===== config.mk =====
export PLATFORM = sky130hd
export DESIGN_NAME = scfg_top
export DESIGN_NICKNAME = d
export VERILOG_FILES = /design/src/hw/scfg_pkg.sv /design/src/hw/scfg_top.sv
export SDC_FILE = /design/constraint.sdc
export NUM_CORES = 1
export LEC_CHECK = 0
export BUFFER_PORTS_ARGS = -buffer_cell sky130_fd_sc_hd__buf_2
export CAP_MARGIN = 30
export CORE_MARGIN = 3
export CORE_UTILIZATION = 60
export DETAILED_ROUTE_END_ITERATION = 8
export PLACE_DENSITY = 0.88
export SLEW_MARGIN = 10
export SYNTH_ARGS = -nofsm -noshare
export SYNTH_HDL_FRONTEND = slang
export SYNTH_SLANG_ARGS = --single-unit

===== constraint.sdc =====
create_clock -name I_CORE_CLK -period 8.6 [get_ports I_CORE_CLK]
set_clock_uncertainty 0.2 [all_clocks]
set_input_delay 1.29 -clock I_CORE_CLK [delete_from_list [all_inputs] [get_ports I_CORE_CLK]]
set_output_delay 1.29 -clock I_CORE_CLK [all_outputs]
set_load 0.01 [all_outputs]

===== src/hw/scfg_pkg.sv =====
package scfg_pkg;

  // Timing of the core clock and of the generated configuration clock
  localparam int CORE_CLK_NS       = 40;
  localparam int CFG_CLK_PERIOD_NS = 320;
  localparam int CFG_HALF_CYC      = (CFG_CLK_PERIOD_NS / 2) / CORE_CLK_NS;
  localparam int SYNC_DEPTH        = 3;
  localparam int DIV_W             = 8;

  // Mode pin encodings
  localparam logic [2:0] MODE_MASTER_SERIAL = 3'h0;
  localparam logic [2:0] MODE_MASTER_SPI    = 3'h1;
  localparam logic [2:0] MODE_SLAVE_SERIAL  = 3'h7;

  // Wishbone register map, byte addresses
  localparam int         ADDR_W      = 8;
  localparam int         DATA_W      = 32;
  localparam int         SEL_W       = DATA_W / 8;
  localparam logic [7:0] REG_CTRL    = 8'h00;
  localparam logic [7:0] REG_FWD_LEN = 8'h04;
  localparam logic [7:0] REG_OWN_LEN = 8'h08;
  localparam logic [7:0] REG_STATUS  = 8'h0c;
  localparam logic [7:0] REG_BITCNT  = 8'h10;

  // Field positions and reset values
  localparam int          CTRL_DRIVE_DONE = 0;
  localparam logic [31:0] CTRL_RESET      = 32'h0000_0000;
  localparam logic [31:0] LEN_RESET       = 32'h0000_0000;
  localparam logic [31:0] LEN_ONE         = 32'h0000_0001;
  localparam int          STATUS_PAD_W    = 16;
  localparam int          BYTE_W          = 8;
  localparam logic [2:0]  BYTE_LAST_BIT   = 3'h7;

  // CRC over the device's own bits, trailing CRC word included
  localparam int           CRC_W    = 16;
  localparam logic [15:0]  CRC_POLY = 16'h1021;
  localparam logic [15:0]  CRC_INIT = 16'hffff;
  localparam logic [15:0]  CRC_GOOD = 16'h0000;

  typedef enum logic [2:0] {
    ST_WAIT_INIT, ST_SAMPLE, ST_FWD, ST_OWN, ST_RELEASE, ST_DONE, ST_CRC_ERR, ST_UNSUP
  } scfg_state_t;

  // Pins that arrive from outside the core clock domain
  typedef struct packed {
    logic       cfg_clk;
    logic       din;
    logic       init;
    logic       done;
    logic [2:0] mode;
  } scfg_pins_t;

  localparam int PIN_W = $bits(scfg_pins_t);

  typedef struct packed {
    logic [7:0]  last_byte;
    logic [2:0]  mode;
    scfg_state_t state;
    logic        crc_err;
    logic        done_in;
  } scfg_status_t;

endpackage : scfg_pkg


===== src/hw/scfg_top.sv =====
// How it works
// - one configuration bit per configuration clock
// - clock pin output in master, input in slave
// - mode taken from mode pins at start
// - data taken at rising configuration clock edge
// - downstream data leaves on serial output
// - completion pin low unconfigured, high configured
// - wait while init pin held low
// - init pin driven low on CRC error
// - program pin low resets everything asynchronously
// - bytes arrive most significant bit first
// - master clock static until mode sampled
// - completion pin open drain, optional active driver
// - only first chain device enables that driver
// - startup timed by the configuration clock
// - CRC covers only this device's data
// - forwarded data first, own data last
// - release completion pin after good CRC
// - leave release phase on next rising edge with completion pin high
// - upstream master clocks, others are slaves
// - SPI mode still forwards chain data
// - master clock also times internal logic
//
// The implementer's own choices: the placing of the registers and the Wishbone interface to the registers.
module scfg_top
  import scfg_pkg::*;
#(
  parameter int HALF_CYC = CFG_HALF_CYC
) (
  input  wire logic              I_CORE_CLK,
  input  wire logic              I_RST,
  input  wire logic              I_CE,
  input  wire logic              I_PROGRAM_N,
  input  wire logic [2:0]        I_MODE,
  input  wire logic              I_CFG_CLK,
  output logic                   O_CFG_CLK,
  output logic                   O_CFG_CLK_OE,
  input  wire logic              I_DIN,
  output logic                   O_DOUT,
  input  wire logic              I_DONE,
  output logic                   O_DONE,
  output logic                   O_DONE_OE,
  input  wire logic              I_INIT,
  output logic                   O_INIT,
  output logic                   O_INIT_OE,
  input  wire logic              I_WB_CYC,
  input  wire logic              I_WB_STB,
  input  wire logic              I_WB_WE,
  input  wire logic [ADDR_W-1:0] I_WB_ADR,
  input  wire logic [DATA_W-1:0] I_WB_DAT,
  input  wire logic [SEL_W-1:0]  I_WB_SEL,
  output logic [DATA_W-1:0]      O_WB_DAT,
  output logic                   O_WB_ACK
);

  localparam logic [DIV_W-1:0] DIV_LAST = DIV_W'(HALF_CYC - 1);

  scfg_state_t          state_q;
  scfg_state_t          state_d;
  scfg_pins_t           pin_raw;
  scfg_pins_t           pin_st;
  scfg_pins_t           pin_hi;
  logic [PIN_W-1:0]     pin_st_v;
  logic [PIN_W-1:0]     pin_hi_v;
  logic [DATA_W-1:0]    ctrl_q;
  logic [DATA_W-1:0]    fwd_len_q;
  logic [DATA_W-1:0]    own_len_q;
  logic [DATA_W-1:0]    bit_cnt_q;
  logic [DATA_W-1:0]    wmask;
  logic [DATA_W-1:0]    rd_data;
  logic [DIV_W-1:0]     div_cnt_q;
  logic [SYNC_DEPTH-1:0] mrise_q;
  logic [CRC_W-1:0]     crc_q;
  logic [CRC_W-1:0]     crc_next;
  logic [CRC_W-1:0]     crc_chk;
  logic [BYTE_W-1:0]    byte_sh_q;
  logic [BYTE_W-1:0]    last_byte_q;
  logic [2:0]           mode_q;
  logic                 is_master_q;
  logic                 config_clock_pin_q;
  logic                 ack_q;
  logic                 crc_err_q;

  // Pin bundle, one synchroniser per bit
  assign pin_raw  = '{cfg_clk: I_CFG_CLK, din: I_DIN, init: I_INIT, done: I_DONE, mode: I_MODE};
  assign pin_st   = scfg_pins_t'(pin_st_v);
  assign pin_hi   = scfg_pins_t'(pin_hi_v);

  // Three flops; the stable copy follows once the second and third agree
  genvar g;
  generate
    for (g = 0; g < PIN_W; g++) begin : g_sync
      logic s1_q;
      logic s2_q;
      logic s3_q;
      logic st_q;
      always_ff @(posedge I_CORE_CLK or negedge I_PROGRAM_N) begin
        if (!I_PROGRAM_N) begin
          {s1_q, s2_q, s3_q, st_q} <= 4'h0;
        end else if (I_RST) begin
          {s1_q, s2_q, s3_q, st_q} <= 4'h0;
        end else if (I_CE) begin
          s1_q <= pin_raw[g];
          s2_q <= s1_q;
          s3_q <= s2_q;
          if (s2_q == s3_q) begin
            st_q <= s3_q;
          end
        end
      end
      assign pin_st_v[g] = st_q;
      assign pin_hi_v[g] = s2_q & s3_q;
    end
  endgenerate

  // Decoded phase flags
  wire running   = (state_q == ST_FWD) || (state_q == ST_OWN) || (state_q == ST_RELEASE);
  wire released  = (state_q == ST_RELEASE) || (state_q == ST_DONE);
  wire mode_ok   = (pin_st.mode == MODE_MASTER_SERIAL) || (pin_st.mode == MODE_MASTER_SPI)
                   || (pin_st.mode == MODE_SLAVE_SERIAL);
  wire mode_mst  = (pin_st.mode == MODE_MASTER_SERIAL) || (pin_st.mode == MODE_MASTER_SPI);
  wire drive_opt = ctrl_q[CTRL_DRIVE_DONE];

  // Configuration clock rising edges: generated in master, detected in slave
  wire m_rise = is_master_q && running && !config_clock_pin_q && (div_cnt_q == DIV_LAST);
  wire s_rise = !is_master_q && pin_hi.cfg_clk && !pin_st.cfg_clk;
  wire bit_ev = is_master_q ? mrise_q[SYNC_DEPTH-1] : s_rise;
  wire din    = pin_st.din;

  // Section ends, forwarded bits before own bits
  wire fwd_last = (fwd_len_q == LEN_RESET) || (bit_ev && (bit_cnt_q + LEN_ONE == fwd_len_q));
  wire own_last = (own_len_q == LEN_RESET) || (bit_ev && (bit_cnt_q + LEN_ONE == own_len_q));
  wire own_bit  = (state_q == ST_OWN) && bit_ev;
  wire fwd_bit  = (state_q == ST_FWD) && bit_ev;

  // CRC update for one own bit
  wire crc_fb = crc_q[CRC_W-1] ^ din;
  assign crc_next = {crc_q[CRC_W-2:0], 1'b0} ^ (crc_fb ? CRC_POLY : CRC_GOOD);
  assign crc_chk  = bit_ev ? crc_next : crc_q;

  // Next state
  always_comb begin
    state_d = state_q;
    case (state_q)
      ST_WAIT_INIT: begin
        if (pin_st.init) begin
          state_d = ST_SAMPLE;
        end
      end
      ST_SAMPLE: begin
        state_d = mode_ok ? ST_FWD : ST_UNSUP;
      end
      ST_FWD: begin
        if (fwd_last) begin
          state_d = ST_OWN;
        end
      end
      ST_OWN: begin
        if (own_last) begin
          state_d = (crc_chk == CRC_GOOD) ? ST_RELEASE : ST_CRC_ERR;
        end
      end
      ST_RELEASE: begin
        if (pin_st.done && bit_ev) begin
          state_d = ST_DONE;
        end
      end
      default: begin
        state_d = state_q;
      end
    endcase
  end

  // State and mode capture
  always_ff @(posedge I_CORE_CLK or negedge I_PROGRAM_N) begin
    if (!I_PROGRAM_N) begin
      state_q     <= ST_WAIT_INIT;
      mode_q      <= MODE_MASTER_SERIAL;
      is_master_q <= 1'b0;
    end else if (I_RST) begin
      state_q     <= ST_WAIT_INIT;
      mode_q      <= MODE_MASTER_SERIAL;
      is_master_q <= 1'b0;
    end else if (I_CE) begin
      state_q <= state_d;
      if (state_q == ST_SAMPLE) begin
        mode_q      <= pin_st.mode;
        is_master_q <= mode_mst;
      end
    end
  end

  // Master clock divider; idle low before mode sampling and after startup
  always_ff @(posedge I_CORE_CLK or negedge I_PROGRAM_N) begin
    if (!I_PROGRAM_N) begin
      div_cnt_q <= '0;
      config_clock_pin_q    <= 1'b0;
      mrise_q   <= '0;
    end else if (I_RST) begin
      div_cnt_q <= '0;
      config_clock_pin_q    <= 1'b0;
      mrise_q   <= '0;
    end else if (I_CE) begin
      mrise_q <= {mrise_q[SYNC_DEPTH-2:0], m_rise};                          // Align with data synchroniser
      if (is_master_q && running) begin
        div_cnt_q <= (div_cnt_q == DIV_LAST) ? '0 : div_cnt_q + 1'b1;
        if (div_cnt_q == DIV_LAST) begin
          config_clock_pin_q <= !config_clock_pin_q;
        end
      end else begin
        div_cnt_q <= '0;
        config_clock_pin_q    <= 1'b0;
      end
    end
  end

  // Bit counter, byte assembly and CRC
  always_ff @(posedge I_CORE_CLK or negedge I_PROGRAM_N) begin
    if (!I_PROGRAM_N) begin
      bit_cnt_q   <= LEN_RESET;
      crc_q       <= CRC_INIT;
      byte_sh_q   <= '0;
      last_byte_q <= '0;
    end else if (I_RST) begin
      bit_cnt_q   <= LEN_RESET;
      crc_q       <= CRC_INIT;
      byte_sh_q   <= '0;
      last_byte_q <= '0;
    end else if (I_CE) begin
      if (state_d != state_q) begin
        bit_cnt_q <= LEN_RESET;
      end else if (fwd_bit || own_bit) begin
        bit_cnt_q <= bit_cnt_q + LEN_ONE;
      end
      if (own_bit) begin
        crc_q     <= crc_next;
        byte_sh_q <= {byte_sh_q[BYTE_W-2:0], din};
        if (bit_cnt_q[2:0] == BYTE_LAST_BIT) begin
          last_byte_q <= {byte_sh_q[BYTE_W-2:0], din};
        end
      end
    end
  end

  // Pin drivers: serial out, completion and init, all registered
  always_ff @(posedge I_CORE_CLK or negedge I_PROGRAM_N) begin
    if (!I_PROGRAM_N) begin
      O_DOUT       <= 1'b0;
      O_DONE       <= 1'b0;
      O_DONE_OE    <= 1'b1;
      O_INIT       <= 1'b0;
      O_INIT_OE    <= 1'b0;
      O_CFG_CLK_OE <= 1'b0;
      crc_err_q    <= 1'b0;
    end else if (I_RST) begin
      O_DOUT       <= 1'b0;
      O_DONE       <= 1'b0;
      O_DONE_OE    <= 1'b1;
      O_INIT       <= 1'b0;
      O_INIT_OE    <= 1'b0;
      O_CFG_CLK_OE <= 1'b0;
      crc_err_q    <= 1'b0;
    end else if (I_CE) begin
      if (fwd_bit) begin
        O_DOUT <= din;
      end
      O_DONE       <= released;
      O_DONE_OE    <= !released || drive_opt;
      O_INIT       <= 1'b0;
      O_INIT_OE    <= (state_q == ST_CRC_ERR);
      O_CFG_CLK_OE <= is_master_q && (state_q != ST_WAIT_INIT) && (state_q != ST_SAMPLE);
      crc_err_q    <= (state_q == ST_CRC_ERR);
    end
  end

  assign O_CFG_CLK = config_clock_pin_q;

  // Byte lane write mask
  genvar b;
  generate
    for (b = 0; b < SEL_W; b++) begin : g_lane
      assign wmask[b*BYTE_W +: BYTE_W] = {BYTE_W{I_WB_SEL[b]}};
    end
  endgenerate

  // Bus decode and read selection; unmapped reads give zero
  wire          wb_req  = I_WB_CYC && I_WB_STB && !ack_q;
  wire          wb_wr   = wb_req && I_WB_WE;
  scfg_status_t status;
  assign status  = '{last_byte: last_byte_q, mode: mode_q, state: state_q,
                     crc_err: crc_err_q, done_in: pin_st.done};
  assign rd_data = (I_WB_ADR == REG_CTRL)    ? ctrl_q :
                   (I_WB_ADR == REG_FWD_LEN) ? fwd_len_q :
                   (I_WB_ADR == REG_OWN_LEN) ? own_len_q :
                   (I_WB_ADR == REG_STATUS)  ? {{STATUS_PAD_W{1'b0}}, status} :
                   (I_WB_ADR == REG_BITCNT)  ? bit_cnt_q : '0;

  // Register file and one-cycle acknowledge
  always_ff @(posedge I_CORE_CLK or negedge I_PROGRAM_N) begin
    if (!I_PROGRAM_N) begin
      ctrl_q    <= CTRL_RESET;
      fwd_len_q <= LEN_RESET;
      own_len_q <= LEN_RESET;
      ack_q     <= 1'b0;
      O_WB_DAT  <= '0;
    end else if (I_RST) begin
      ctrl_q    <= CTRL_RESET;
      fwd_len_q <= LEN_RESET;
      own_len_q <= LEN_RESET;
      ack_q     <= 1'b0;
      O_WB_DAT  <= '0;
    end else if (I_CE) begin
      ack_q    <= wb_req;
      O_WB_DAT <= wb_req ? rd_data : '0;
      if (wb_wr && (I_WB_ADR == REG_CTRL)) begin
        ctrl_q <= (ctrl_q & ~wmask) | (I_WB_DAT & wmask);
      end
      if (wb_wr && (I_WB_ADR == REG_FWD_LEN)) begin
        fwd_len_q <= (fwd_len_q & ~wmask) | (I_WB_DAT & wmask);
      end
      if (wb_wr && (I_WB_ADR == REG_OWN_LEN)) begin
        own_len_q <= (own_len_q & ~wmask) | (I_WB_DAT & wmask);
      end
    end
  end

  assign O_WB_ACK = ack_q;
endmodule : scfg_top


==> impl_results.html, run 1 <==
<table>
<tr><th>Metric</th><th>Value</th></tr>
<tr><th colspan="2">Clock tree</th></tr>
<tr><td>Clock H-tree levels</td><td>1</td></tr>
<tr><td>CTS hold repair buffers</td><td>0</td></tr>
<tr><td>Maximum count of clock buffers along a single path</td><td>3</td></tr>
<tr><td>Sink Count</td><td>~240</td></tr>
<tr><td>Number of cells upsized or downsized after cts</td><td>0</td></tr>
<tr><td>Reg clk slew, reported paths</td><td>70 ps</td></tr>
<tr><td>Clock tree root buffer cell</td><td>sky130_fd_sc_hd__clkbuf_16</td></tr>
<tr><td>Buffers inserted by post-CTS timing repair</td><td>0</td></tr>
<tr><td>CTS Buf Count</td><td>26</td></tr>
<tr><td>Clock Latency Late Sink</td><td>around 560 ps</td></tr>
<tr><td>Clock tree from TritonCTS</td><td>built</td></tr>
<tr><th colspan="2">GRT</th></tr>
<tr><td>Maximum number of pins on one net before global-route repair</td><td>approximately 150</td></tr>
<tr><td>First-pass GRT wire length</td><td>66.21 mm</td></tr>
<tr><td>Initial antenna violation count</td><td>1</td></tr>
<tr><td>All-layer global routing usage</td><td>33.72%</td></tr>
<tr><td>Remaining Overflow, GRT</td><td>0</td></tr>
<tr><td>Number of global-route vias before repair</td><td>~12000</td></tr>
<tr><th colspan="2">Timing</th></tr>
<tr><td>Final cycle utilization of the critical path</td><td>63.13%</td></tr>
<tr><td>Count of endpoints failing hold in the final timing report</td><td>0</td></tr>
<tr><td>Number of endpoints failing setup at the final stage</td><td>0</td></tr>
<tr><td>Achievable frequency</td><td>184.2 MHz</td></tr>
<tr><td>Time the worst path needs with I/O delays and setup</td><td>5429 ps</td></tr>
<tr><td>Max transition margin</td><td>32.91%</td></tr>
<tr><td>Setup TNS</td><td>0 ps</td></tr>
<tr><td>Final max-slew violation count</td><td>0</td></tr>
<tr><td>RSZ-0062 raised after global routing</td><td>no</td></tr>
<tr><td>Actual slew at the worst max-slew pin</td><td>approximately 1000 ps</td></tr>
<tr><th colspan="2">Status</th></tr>
<tr><td>Failing checks</td><td>DRC</td></tr>
<tr><td>Run status</td><td>finished, violations left</td></tr>
<tr><th colspan="2">Critical path</th></tr>
<tr><td>Category of the critical setup timing path</td><td>reg2reg</td></tr>
<tr><td>Crit-path max FO</td><td>27</td></tr>
<tr><td>Reg2reg path depth</td><td>10</td></tr>
<tr><td>Largest stage delay on the critical path</td><td>roughly 800 ps</td></tr>
<tr><td>Library cell appearing most often on the critical path</td><td>sky130_fd_sc_hd__nand4_1</td></tr>
<tr><td>Critical Path Start Type</td><td>flop</td></tr>
<tr><td>Data required time at the worst endpoint</td><td>8800 ps</td></tr>
<tr><td>Beginning of the worst register-to-register path</td><td>bit_cnt_q[8]</td></tr>
<tr><td>Element type at the critical path end</td><td>flop</td></tr>
<tr><td>Sum of buffers and inverters on the critical path</td><td>0</td></tr>
<tr><td>Top cell family by delay on the critical path</td><td>simple AND/OR/NAND/NOR gates</td></tr>
<tr><td>Critical Path, Cell by Cell</td><td>nand4_1 &gt; nor4_1 &gt; or4b_1 &gt; xnor2_1 &gt; o21ai_0 &gt; nor4b_1 &gt; nand4_1 &gt; a211o_1 &gt; nand2_1 &gt; o2bb2ai_1</td></tr>
<tr><td>Worst reg2reg setup slack</td><td>around 3200 ps</td></tr>
<tr><td>Data arrival time of the critical path</td><td>5630 ps</td></tr>
<tr><td>Worst-path cell with the longest stage delay</td><td>sky130_fd_sc_hd__nor4_1</td></tr>
<tr><td>Reg2reg end</td><td>bit_cnt_q[25]</td></tr>
<tr><th colspan="2">Logic synthesis</th></tr>
<tr><td>Net Count, Synth</td><td>1580</td></tr>
<tr><td>Count of state elements after synthesis</td><td>244</td></tr>
<tr><td>Summed instance area of the synthesized netlist</td><td>13880 um^2</td></tr>
<tr><td>Most frequently used flop master after synthesis</td><td>sky130_fd_sc_hd__dfrtp_1</td></tr>
<tr><td>Count of distinct cell types in the synthesized netlist</td><td>78</td></tr>
<tr><td>Synthesized netlist cell count</td><td>1518</td></tr>
<tr><td>Fraction of registers with async set or reset after synthesis</td><td>100.0%</td></tr>
<tr><td>Share of synthesized area occupied by flip-flops and latches</td><td>about 44%</td></tr>
<tr><td>Synthesized area divided by synthesized cell count</td><td>between 9 and 10 um^2</td></tr>
<tr><td>Number of flops mapped to enable cells by yosys</td><td>0</td></tr>
<tr><td>Yosys warnings</td><td>0</td></tr>
<tr><th colspan="2">Route</th></tr>
<tr><td>Total length of routed met3 wires</td><td>4.509 mm</td></tr>
<tr><td>ANT nets after route</td><td>0</td></tr>
<tr><td>Final routed wire length divided by cell count</td><td>23.09 um</td></tr>
<tr><td>Sum of routed wire segments on met1</td><td>16.47 mm</td></tr>
<tr><td>DRT iter0 DRCs</td><td>approximately 1600</td></tr>
<tr><td>Vias per inst</td><td>about 6.8</td></tr>
<tr><td>DRC violation count after routing</td><td>1</td></tr>
<tr><td>Wire length on met2</td><td>19.51 mm</td></tr>
<tr><td>Final Routed Wirelength</td><td>around 43 mm</td></tr>
<tr><td>Number of vias after detailed routing</td><td>12560</td></tr>
<tr><td>First-pass iteration count of the detailed router</td><td>9</td></tr>
<tr><td>Highest routed metal layer</td><td>met5</td></tr>
<tr><th colspan="2">Finish</th></tr>
<tr><td>Area used by sequential logic in the layout</td><td>6127 um^2</td></tr>
<tr><td>Multi-input gate area</td><td>7246 um^2</td></tr>
<tr><td>Filler cell count in the final layout</td><td>1725</td></tr>
<tr><td>Post-layout net count</td><td>1607</td></tr>
<tr><td>Layout cell share with drive strength beyond 1</td><td>12.84%</td></tr>
<tr><td># diodes</td><td>0</td></tr>
<tr><td>Number of cells in the finished layout apart from fillers</td><td>1850</td></tr>
<tr><td>Synthesis-to-finish area growth</td><td>10.65%</td></tr>
<tr><th colspan="2">Hold path</th></tr>
<tr><td>Cell count of the worst hold path</td><td>2</td></tr>
<tr><td>Hold path endpoint</td><td>O_WB_DAT[20]</td></tr>
<tr><td>Class of the tightest hold or removal check</td><td>reg2reg</td></tr>
<tr><td>Hold path startpoint</td><td>O_WB_DAT[20]</td></tr>
<tr><th colspan="2">Placed design</th></tr>
<tr><td>Gp weighted congestion</td><td>between 1 and 1.5</td></tr>
<tr><td>Input/output buffers</td><td>96</td></tr>
<tr><td>Half-perimeter wire length of the detailed placement result</td><td>between 20 and 30 mm</td></tr>
<tr><td>DP Cell Count</td><td>1800</td></tr>
<tr><th colspan="2">Die</th></tr>
<tr><td>Starting density of the core</td><td>between 60% and 70%</td></tr>
<tr><td>Chip width</td><td>158.1 um</td></tr>
<tr><td>Top Ports</td><td>98</td></tr>
<tr><td>Die Area</td><td>24990 um^2</td></tr>
<tr><td>Area inside the core boundary</td><td>approximately 23000 um^2</td></tr>
<tr><td>Overall die height</td><td>158.1 um</td></tr>
<tr><td>Floorplan row count</td><td>55</td></tr>
<tr><th colspan="2">Run</th></tr>
<tr><td>Number of max-cap violations</td><td>0</td></tr>
<tr><th colspan="2">Power</th></tr>
<tr><td>Cell Pwr Density</td><td>160.5 nW/um^2</td></tr>
<tr><td>Worst IR Drop VDD</td><td>between 0.0001 and 0.00015 V</td></tr>
<tr><td>Leak Pwr</td><td>6.472 nW</td></tr>
</table>
[worst max-delay path by stage]
stage,endpoint,cells past startpoint,startpoint,slack (ps)
6_report,bit_cnt_q[25],10,bit_cnt_q[8],3170
5_1_grt,bit_cnt_q[0],10,bit_cnt_q[8],2880
4_1_cts,bit_cnt_q[16],10,bit_cnt_q[8],3320
3_5_place_dp,bit_cnt_q[1],10,bit_cnt_q[8],3380
3_3_place_gp,bit_cnt_q[16],10,bit_cnt_q[8],3400
2_1_floorplan,fwd_len_q[0],9,I_WB_ADR[0],4870
[synth_stat cells (7+ instances only)]
cell,instances,area [um^2]
sky130_fd_sc_hd__and2_1,15,93.84
sky130_fd_sc_hd__dfrtp_1,227,5680
sky130_fd_sc_hd__o2111ai_1,7,61.31
sky130_fd_sc_hd__o22a_1,16,140.1
sky130_fd_sc_hd__a22o_1,7,61.31
sky130_fd_sc_hd__inv_1,19,71.32
sky130_fd_sc_hd__or3_1,15,93.84
sky130_fd_sc_hd__nand4_1,35,219.0
sky130_fd_sc_hd__o211ai_1,8,60.06
sky130_fd_sc_hd__a21oi_1,90,450.4
sky130_fd_sc_hd__xnor2_1,43,376.6
sky130_fd_sc_hd__xor2_1,28,245.2
sky130_fd_sc_hd__buf_2,17,85.08
sky130_fd_sc_hd__a21o_1,15,112.6
sky130_fd_sc_hd__dfstp_2,17,446.7
sky130_fd_sc_hd__a222oi_1,15,150.1
sky130_fd_sc_hd__nor3_1,34,170.2
sky130_fd_sc_hd__nand3_1,48,240.2
sky130_fd_sc_hd__clkbuf_1,89,334.1
sky130_fd_sc_hd__nor4_1,40,250.2
sky130_fd_sc_hd__nand2b_1,19,118.9
sky130_fd_sc_hd__nor2b_1,9,56.30
sky130_fd_sc_hd__nor2_1,150,563.0
sky130_fd_sc_hd__o22ai_1,19,118.9
sky130_fd_sc_hd__and3_1,21,131.4
sky130_fd_sc_hd__nand2_1,175,656.9
sky130_fd_sc_hd__o21ai_0,77,385.4
sky130_fd_sc_hd__mux2i_1,130,1301
sky130_fd_sc_hd__nand3b_1,10,75.07
[registers in the layout, summed over array words and instances (netlist names), 7 cells and up]
signal       cells
O_WB_DAT        32
bit_cnt_q       32
fwd_len_q       32
crc_q           16
g_sync.s1_q      7
div_cnt_q        8
g_sync.s2_q      7
last_byte_q      8
ctrl_q          32
g_sync.s3_q      7
byte_sh_q        7
own_len_q       32
[worst reg2reg max path, cell delays in order (launching register included)]
cell and delay [ps]:
sky130_fd_sc_hd__dfrtp_1 600, sky130_fd_sc_hd__nand4_1 570, sky130_fd_sc_hd__nor4_1 800, sky130_fd_sc_hd__or4b_1 580, sky130_fd_sc_hd__xnor2_1 210, sky130_fd_sc_hd__o21ai_0 200, sky130_fd_sc_hd__nor4b_1 550, sky130_fd_sc_hd__nand4_1 270
sky130_fd_sc_hd__a211o_1 710, sky130_fd_sc_hd__nand2_1 460, sky130_fd_sc_hd__o2bb2ai_1 140
[layout make-up]
type	count	share of cell area, %
Timing Repair Buffer	111	4.180
Sequential cell	244	39.90
Clock buffer	31	4.490
Multi-Input combinational cell	1142	47.18
Inverter	20	0.4889
Tap cell	285	2.322
Clock inverter	17	1.434
[cells in the final DEF, fill, tap and decap left out, drive strengths merged, types with 16 or more instances in the layout]
master	Yosys	final
dfstp	17	17
o22a	16	16
buf	23	111
and3	21	21
o21ai	79	79
xnor2	43	43
nand4	35	35
nand2b	19	19
clkbuf	89	31
or3	16	16
nor4	42	42
nand3	49	49
o22ai	19	19
nand2	175	175
a21oi	90	90
nor3	35	35
dfrtp	227	227
mux2i	130	130
inv	19	20
xor2	28	28
nor2	150	150
[where the power goes]
group,leakage [nW],internal (mW),total (mW),switching [mW]
registers,3.34,1.15,1.16,0.00493
clock network,0.431,0.699,1.19,0.486
logic,2.70,0.0317,0.121,0.0894
total,6.47,1.88,2.46,0.581
[routing by layer]
layer / up-vias / global-route usage, %
met2: 778 / 53.28
li1: 5536 / -
met4: 2 / 15.44
met5: - / 0
met1: 6077 / 45.03
met3: 168 / 6.889
[kinds of logic after synthesis]
family | after synthesis | synth area share (%)
compound gates | 321 | 15.21
xor+xnor | 77 | 5.463
fa+ha+maj | 4 | 0.3606
buf+inv | 132 | 3.777
flops | 244 | 44.15
mux | 130 | 9.376
other cells | 1 | 0.02702
simple gates | 609 | 21.64
[metrics by stage]
stage          total power [mW]  utilization [%]  setup WS [ps]  area (um^2)  hold WS (ps)
4_1_cts                   2.464            67.47           3323        15320         277.1
3_5_place_dp              1.295            63.46           3379        14410         264.3
5_1_grt                   2.529            67.62           2876        15360         294.7
2_1_floorplan             1.233                -           4866        13880         249.5
6_report                  2.464            67.62           3171        15360         269.4
3_3_place_gp              1.293            63.41           3405        14400         257.5
Note: power is estimated with default switching activity, not from simulation.
==> run 2, diff against run 1 <==
--- a/config.mk
+++ b/config.mk
@@ -8,9 +8,9 @@
 export BUFFER_PORTS_ARGS = -buffer_cell sky130_fd_sc_hd__buf_2
 export CAP_MARGIN = 30
 export CORE_MARGIN = 3
-export CORE_UTILIZATION = 60
+export CORE_UTILIZATION = 55
 export DETAILED_ROUTE_END_ITERATION = 8
-export PLACE_DENSITY = 0.88
+export PLACE_DENSITY = 0.86
 export SLEW_MARGIN = 10
 export SYNTH_ARGS = -nofsm -noshare
 export SYNTH_HDL_FRONTEND = slang
==> constraint.sdc (replaced) <==
create_clock -name I_CORE_CLK -period 4.7 [get_ports I_CORE_CLK]
set_clock_uncertainty 0.2 [all_clocks]
set_input_delay 0.705 -clock I_CORE_CLK [delete_from_list [all_inputs] [get_ports I_CORE_CLK]]
set_output_delay 0.705 -clock I_CORE_CLK [all_outputs]
set_load 0.01 [all_outputs]
==> impl_results.html, run 2 (same netlist as run 1, synthesis figures left out) <==
<table>
<tr><th>Metric</th><th>Value</th></tr>
<tr><th colspan="2">Status</th></tr>
<tr><td>Run status</td><td>completed</td></tr>
<tr><th colspan="2">Power</th></tr>
<tr><td>Worst IR Drop VDD</td><td>between 0.0003 and 0.0004 V</td></tr>
<tr><td>Cell Pwr Density</td><td>~290 nW/um^2</td></tr>
<tr><td>Pwr Total</td><td>between 4 and 5 mW</td></tr>
<tr><td>Leak Pwr</td><td>6.817 nW</td></tr>
<tr><th colspan="2">GRT</th></tr>
<tr><td>Layer with the highest usage after global routing</td><td>met2</td></tr>
<tr><td>Number of global-route vias before repair</td><td>between 10000 and 15000</td></tr>
<tr><td>Maximum number of pins on one net before global-route repair</td><td>approximately 130</td></tr>
<tr><td>Initial antenna violation count</td><td>6</td></tr>
<tr><td>Met1 track demand over resource</td><td>44.76%</td></tr>
<tr><td>Remaining Overflow, GRT</td><td>0</td></tr>
<tr><td>First-pass GRT wire length</td><td>72.72 mm</td></tr>
<tr><td>Met3 usage in global routing</td><td>under 10%</td></tr>
<tr><td>All-layer global routing usage</td><td>between 30% and 40%</td></tr>
<tr><td>GR met2 Demand/Resource</td><td>56.83%</td></tr>
<tr><th colspan="2">Critical path</th></tr>
<tr><td>Category of the critical setup timing path</td><td>reg2reg</td></tr>
<tr><td>Crit-path max FO</td><td>11</td></tr>
<tr><td>Element type at the critical path end</td><td>flop</td></tr>
<tr><td>Data arrival time of the critical path</td><td>4730 ps</td></tr>
<tr><td>Largest stage delay on the critical path</td><td>560 ps</td></tr>
<tr><td>Critical Path Start Type</td><td>flop</td></tr>
<tr><td>Reg2reg end</td><td>bit_cnt_q[30]</td></tr>
<tr><td>Reg2reg path depth</td><td>12</td></tr>
<tr><td>Data required time at the worst endpoint</td><td>4910 ps</td></tr>
<tr><td>Critical Path, Cell by Cell</td><td>and4_1 &gt; nand3_1 &gt; nor4_1 &gt; buf_4 &gt; xnor2_1 &gt; xnor2_1 &gt; nor4_1 &gt; nand4_1 &gt; a211o_1 &gt; buf_4 &gt; o2111ai_1 &gt; o31ai_1</td></tr>
<tr><td>Beginning of the worst register-to-register path</td><td>bit_cnt_q[11]</td></tr>
<tr><td>Worst reg2reg setup slack</td><td>approximately 180 ps</td></tr>
<tr><td>Worst-path cell with the longest stage delay</td><td>sky130_fd_sc_hd__and4_1</td></tr>
<tr><th colspan="2">Timing</th></tr>
<tr><td>Number of endpoints failing setup at the final stage</td><td>0</td></tr>
<tr><td>Final max-slew violation count</td><td>0</td></tr>
<tr><td>Final cycle utilization of the critical path</td><td>a little over nine tenths</td></tr>
<tr><td>Max transition margin</td><td>30.65%</td></tr>
<tr><td>Actual slew at the worst max-slew pin</td><td>about 1000 ps</td></tr>
<tr><td>Time the worst path needs with I/O delays and setup</td><td>4520 ps</td></tr>
<tr><td>Count of endpoints failing hold in the final timing report</td><td>0</td></tr>
<tr><td>RSZ-0062 raised after global routing</td><td>no</td></tr>
<tr><td>Achievable frequency</td><td>221.2 MHz</td></tr>
<tr><td>Setup TNS</td><td>0 ps</td></tr>
<tr><th colspan="2">Die</th></tr>
<tr><td>Die Area</td><td>27180 um^2</td></tr>
<tr><td>Chip width</td><td>approximately 160 um</td></tr>
<tr><td>Top Ports</td><td>98</td></tr>
<tr><td>Starting density of the core</td><td>a little under three fifths</td></tr>
<tr><td>Floorplan row count</td><td>57</td></tr>
<tr><td>Overall die height</td><td>between 150 and 200 um</td></tr>
<tr><td>Area inside the core boundary</td><td>about 25000 um^2</td></tr>
<tr><th colspan="2">Clock tree</th></tr>
<tr><td>Clock tree from TritonCTS</td><td>built</td></tr>
<tr><td>Maximum count of clock buffers along a single path</td><td>3</td></tr>
<tr><td>Clock H-tree levels</td><td>1</td></tr>
<tr><td>CTS Buf Count</td><td>26</td></tr>
<tr><td>Clock tree root buffer cell</td><td>sky130_fd_sc_hd__clkbuf_16</td></tr>
<tr><td>Reg clk slew, reported paths</td><td>70 ps</td></tr>
<tr><td>Clock Latency Late Sink</td><td>540 ps</td></tr>
<tr><td>CTS hold repair buffers</td><td>0</td></tr>
<tr><td>Sink Count</td><td>244</td></tr>
<tr><th colspan="2">Route</th></tr>
<tr><td>DRT iter0 DRCs</td><td>1509</td></tr>
<tr><td>Final routed wire length divided by cell count</td><td>~24 um</td></tr>
<tr><td>Number of vias after detailed routing</td><td>12810</td></tr>
<tr><td>First-pass iteration count of the detailed router</td><td>6</td></tr>
<tr><td>DRC violation count after routing</td><td>0</td></tr>
<tr><td>Vias per inst</td><td>6.579</td></tr>
<tr><td>Final Routed Wirelength</td><td>between 40 and 50 mm</td></tr>
<tr><td>ANT nets after route</td><td>0</td></tr>
<tr><th colspan="2">Run</th></tr>
<tr><td>Number of max-cap violations</td><td>0</td></tr>
<tr><th colspan="2">Placed design</th></tr>
<tr><td>Input/output buffers</td><td>96</td></tr>
<tr><td>Gp weighted congestion</td><td>0.9868</td></tr>
<tr><td>Half-perimeter wire length of the detailed placement result</td><td>34.04 mm</td></tr>
<tr><th colspan="2">Finish</th></tr>
<tr><td>Top library cells by usage in the layout, fill and taps aside</td><td>227 x sky130_fd_sc_hd__dfrtp_1, 175 x sky130_fd_sc_hd__nand2_1, 149 x sky130_fd_sc_hd__nor2_1</td></tr>
<tr><td>Synthesis-to-finish area growth</td><td>14.52%</td></tr>
<tr><td>Layout cell share with drive strength beyond 1</td><td>between 10% and 20%</td></tr>
<tr><td>Commonest non-fill, non-tap cell in the layout</td><td>sky130_fd_sc_hd__dfrtp_1</td></tr>
<tr><td>Post-layout net count</td><td>1665</td></tr>
<tr><th colspan="2">Hold path</th></tr>
<tr><td>Class of the tightest hold or removal check</td><td>in2async</td></tr>
</table>
==> run 2: worst max path at each step <==
stage | start | end | slack, ps | depth (start not counted)
after floorplan | bit_cnt_q[1] | bit_cnt_q[30] | 980 | 12
after global placement | bit_cnt_q[11] | bit_cnt_q[28] | 320 | 12
after detailed placement | bit_cnt_q[11] | bit_cnt_q[11] | 220 | 11
after CTS | bit_cnt_q[11] | bit_cnt_q[30] | 170 | 11
after global routing | bit_cnt_q[1] | bit_cnt_q[30] | 20 | 12
final | bit_cnt_q[11] | bit_cnt_q[30] | 180 | 12
==> run 2: repair_timing <==
item	4_1_cts	5_1_grt
endpoints found under the setup margin	0	18
setup buffers	0	0
gates resized for setup	0	2
==> run 2: layout make-up <==
type                    instances  area, um^2
clock inverters                11       224.0
inverters                      20       75.07
diodes                          1       2.502
well taps                     324       405.4
multi-input cells            1142        7258
fillers                      1951        8640
flip-flops and latches        244        6127
repair buffers                169        1054
clock buffers                  36       748.2
==> run 2: routing by layer <==
metal | wire length (um) | vias up
li1 | - | 5648
met1 | 18160 | 6226
met2 | 22280 | 756
met3 | 4241 | 172
met4 | 2450 | 8
met5 | 51 | -
==> run 2: power by group <==
part,total [mW],switching (mW),internal [mW]
clock,2.33,0.890,1.44
sequential,2.12,0.00935,2.11
combinational,0.234,0.169,0.0650
==> run 2: stage by stage <==
step | instances | hold slack, ps | instance area (um^2) | utilization, % | setup slack [ps]
floorplan | 1518 | 209.4 | 13880 | - | 983.9
global placement | 1899 | 256.9 | 14910 | 60.76 | 316.4
detailed placement | 1899 | 265.0 | 14910 | 60.76 | 218.7
CTS | 1946 | 98.21 | 15880 | 64.72 | 167.9
global route | 1947 | 103.7 | 15890 | 64.78 | 24.38
finish | 1947 | 18.31 | 15890 | 64.78 | 179.6
==> run 2: critical path: cells and delay by family, from the launching register on <==
kind                      cells  cell delay (ps)
and+or+nand+nor               5             2210
AOI/OAI and AO/OA             3              770
DFF                           1              510
buffers and inverters         2              440
xor gates and xnor gates      2              240
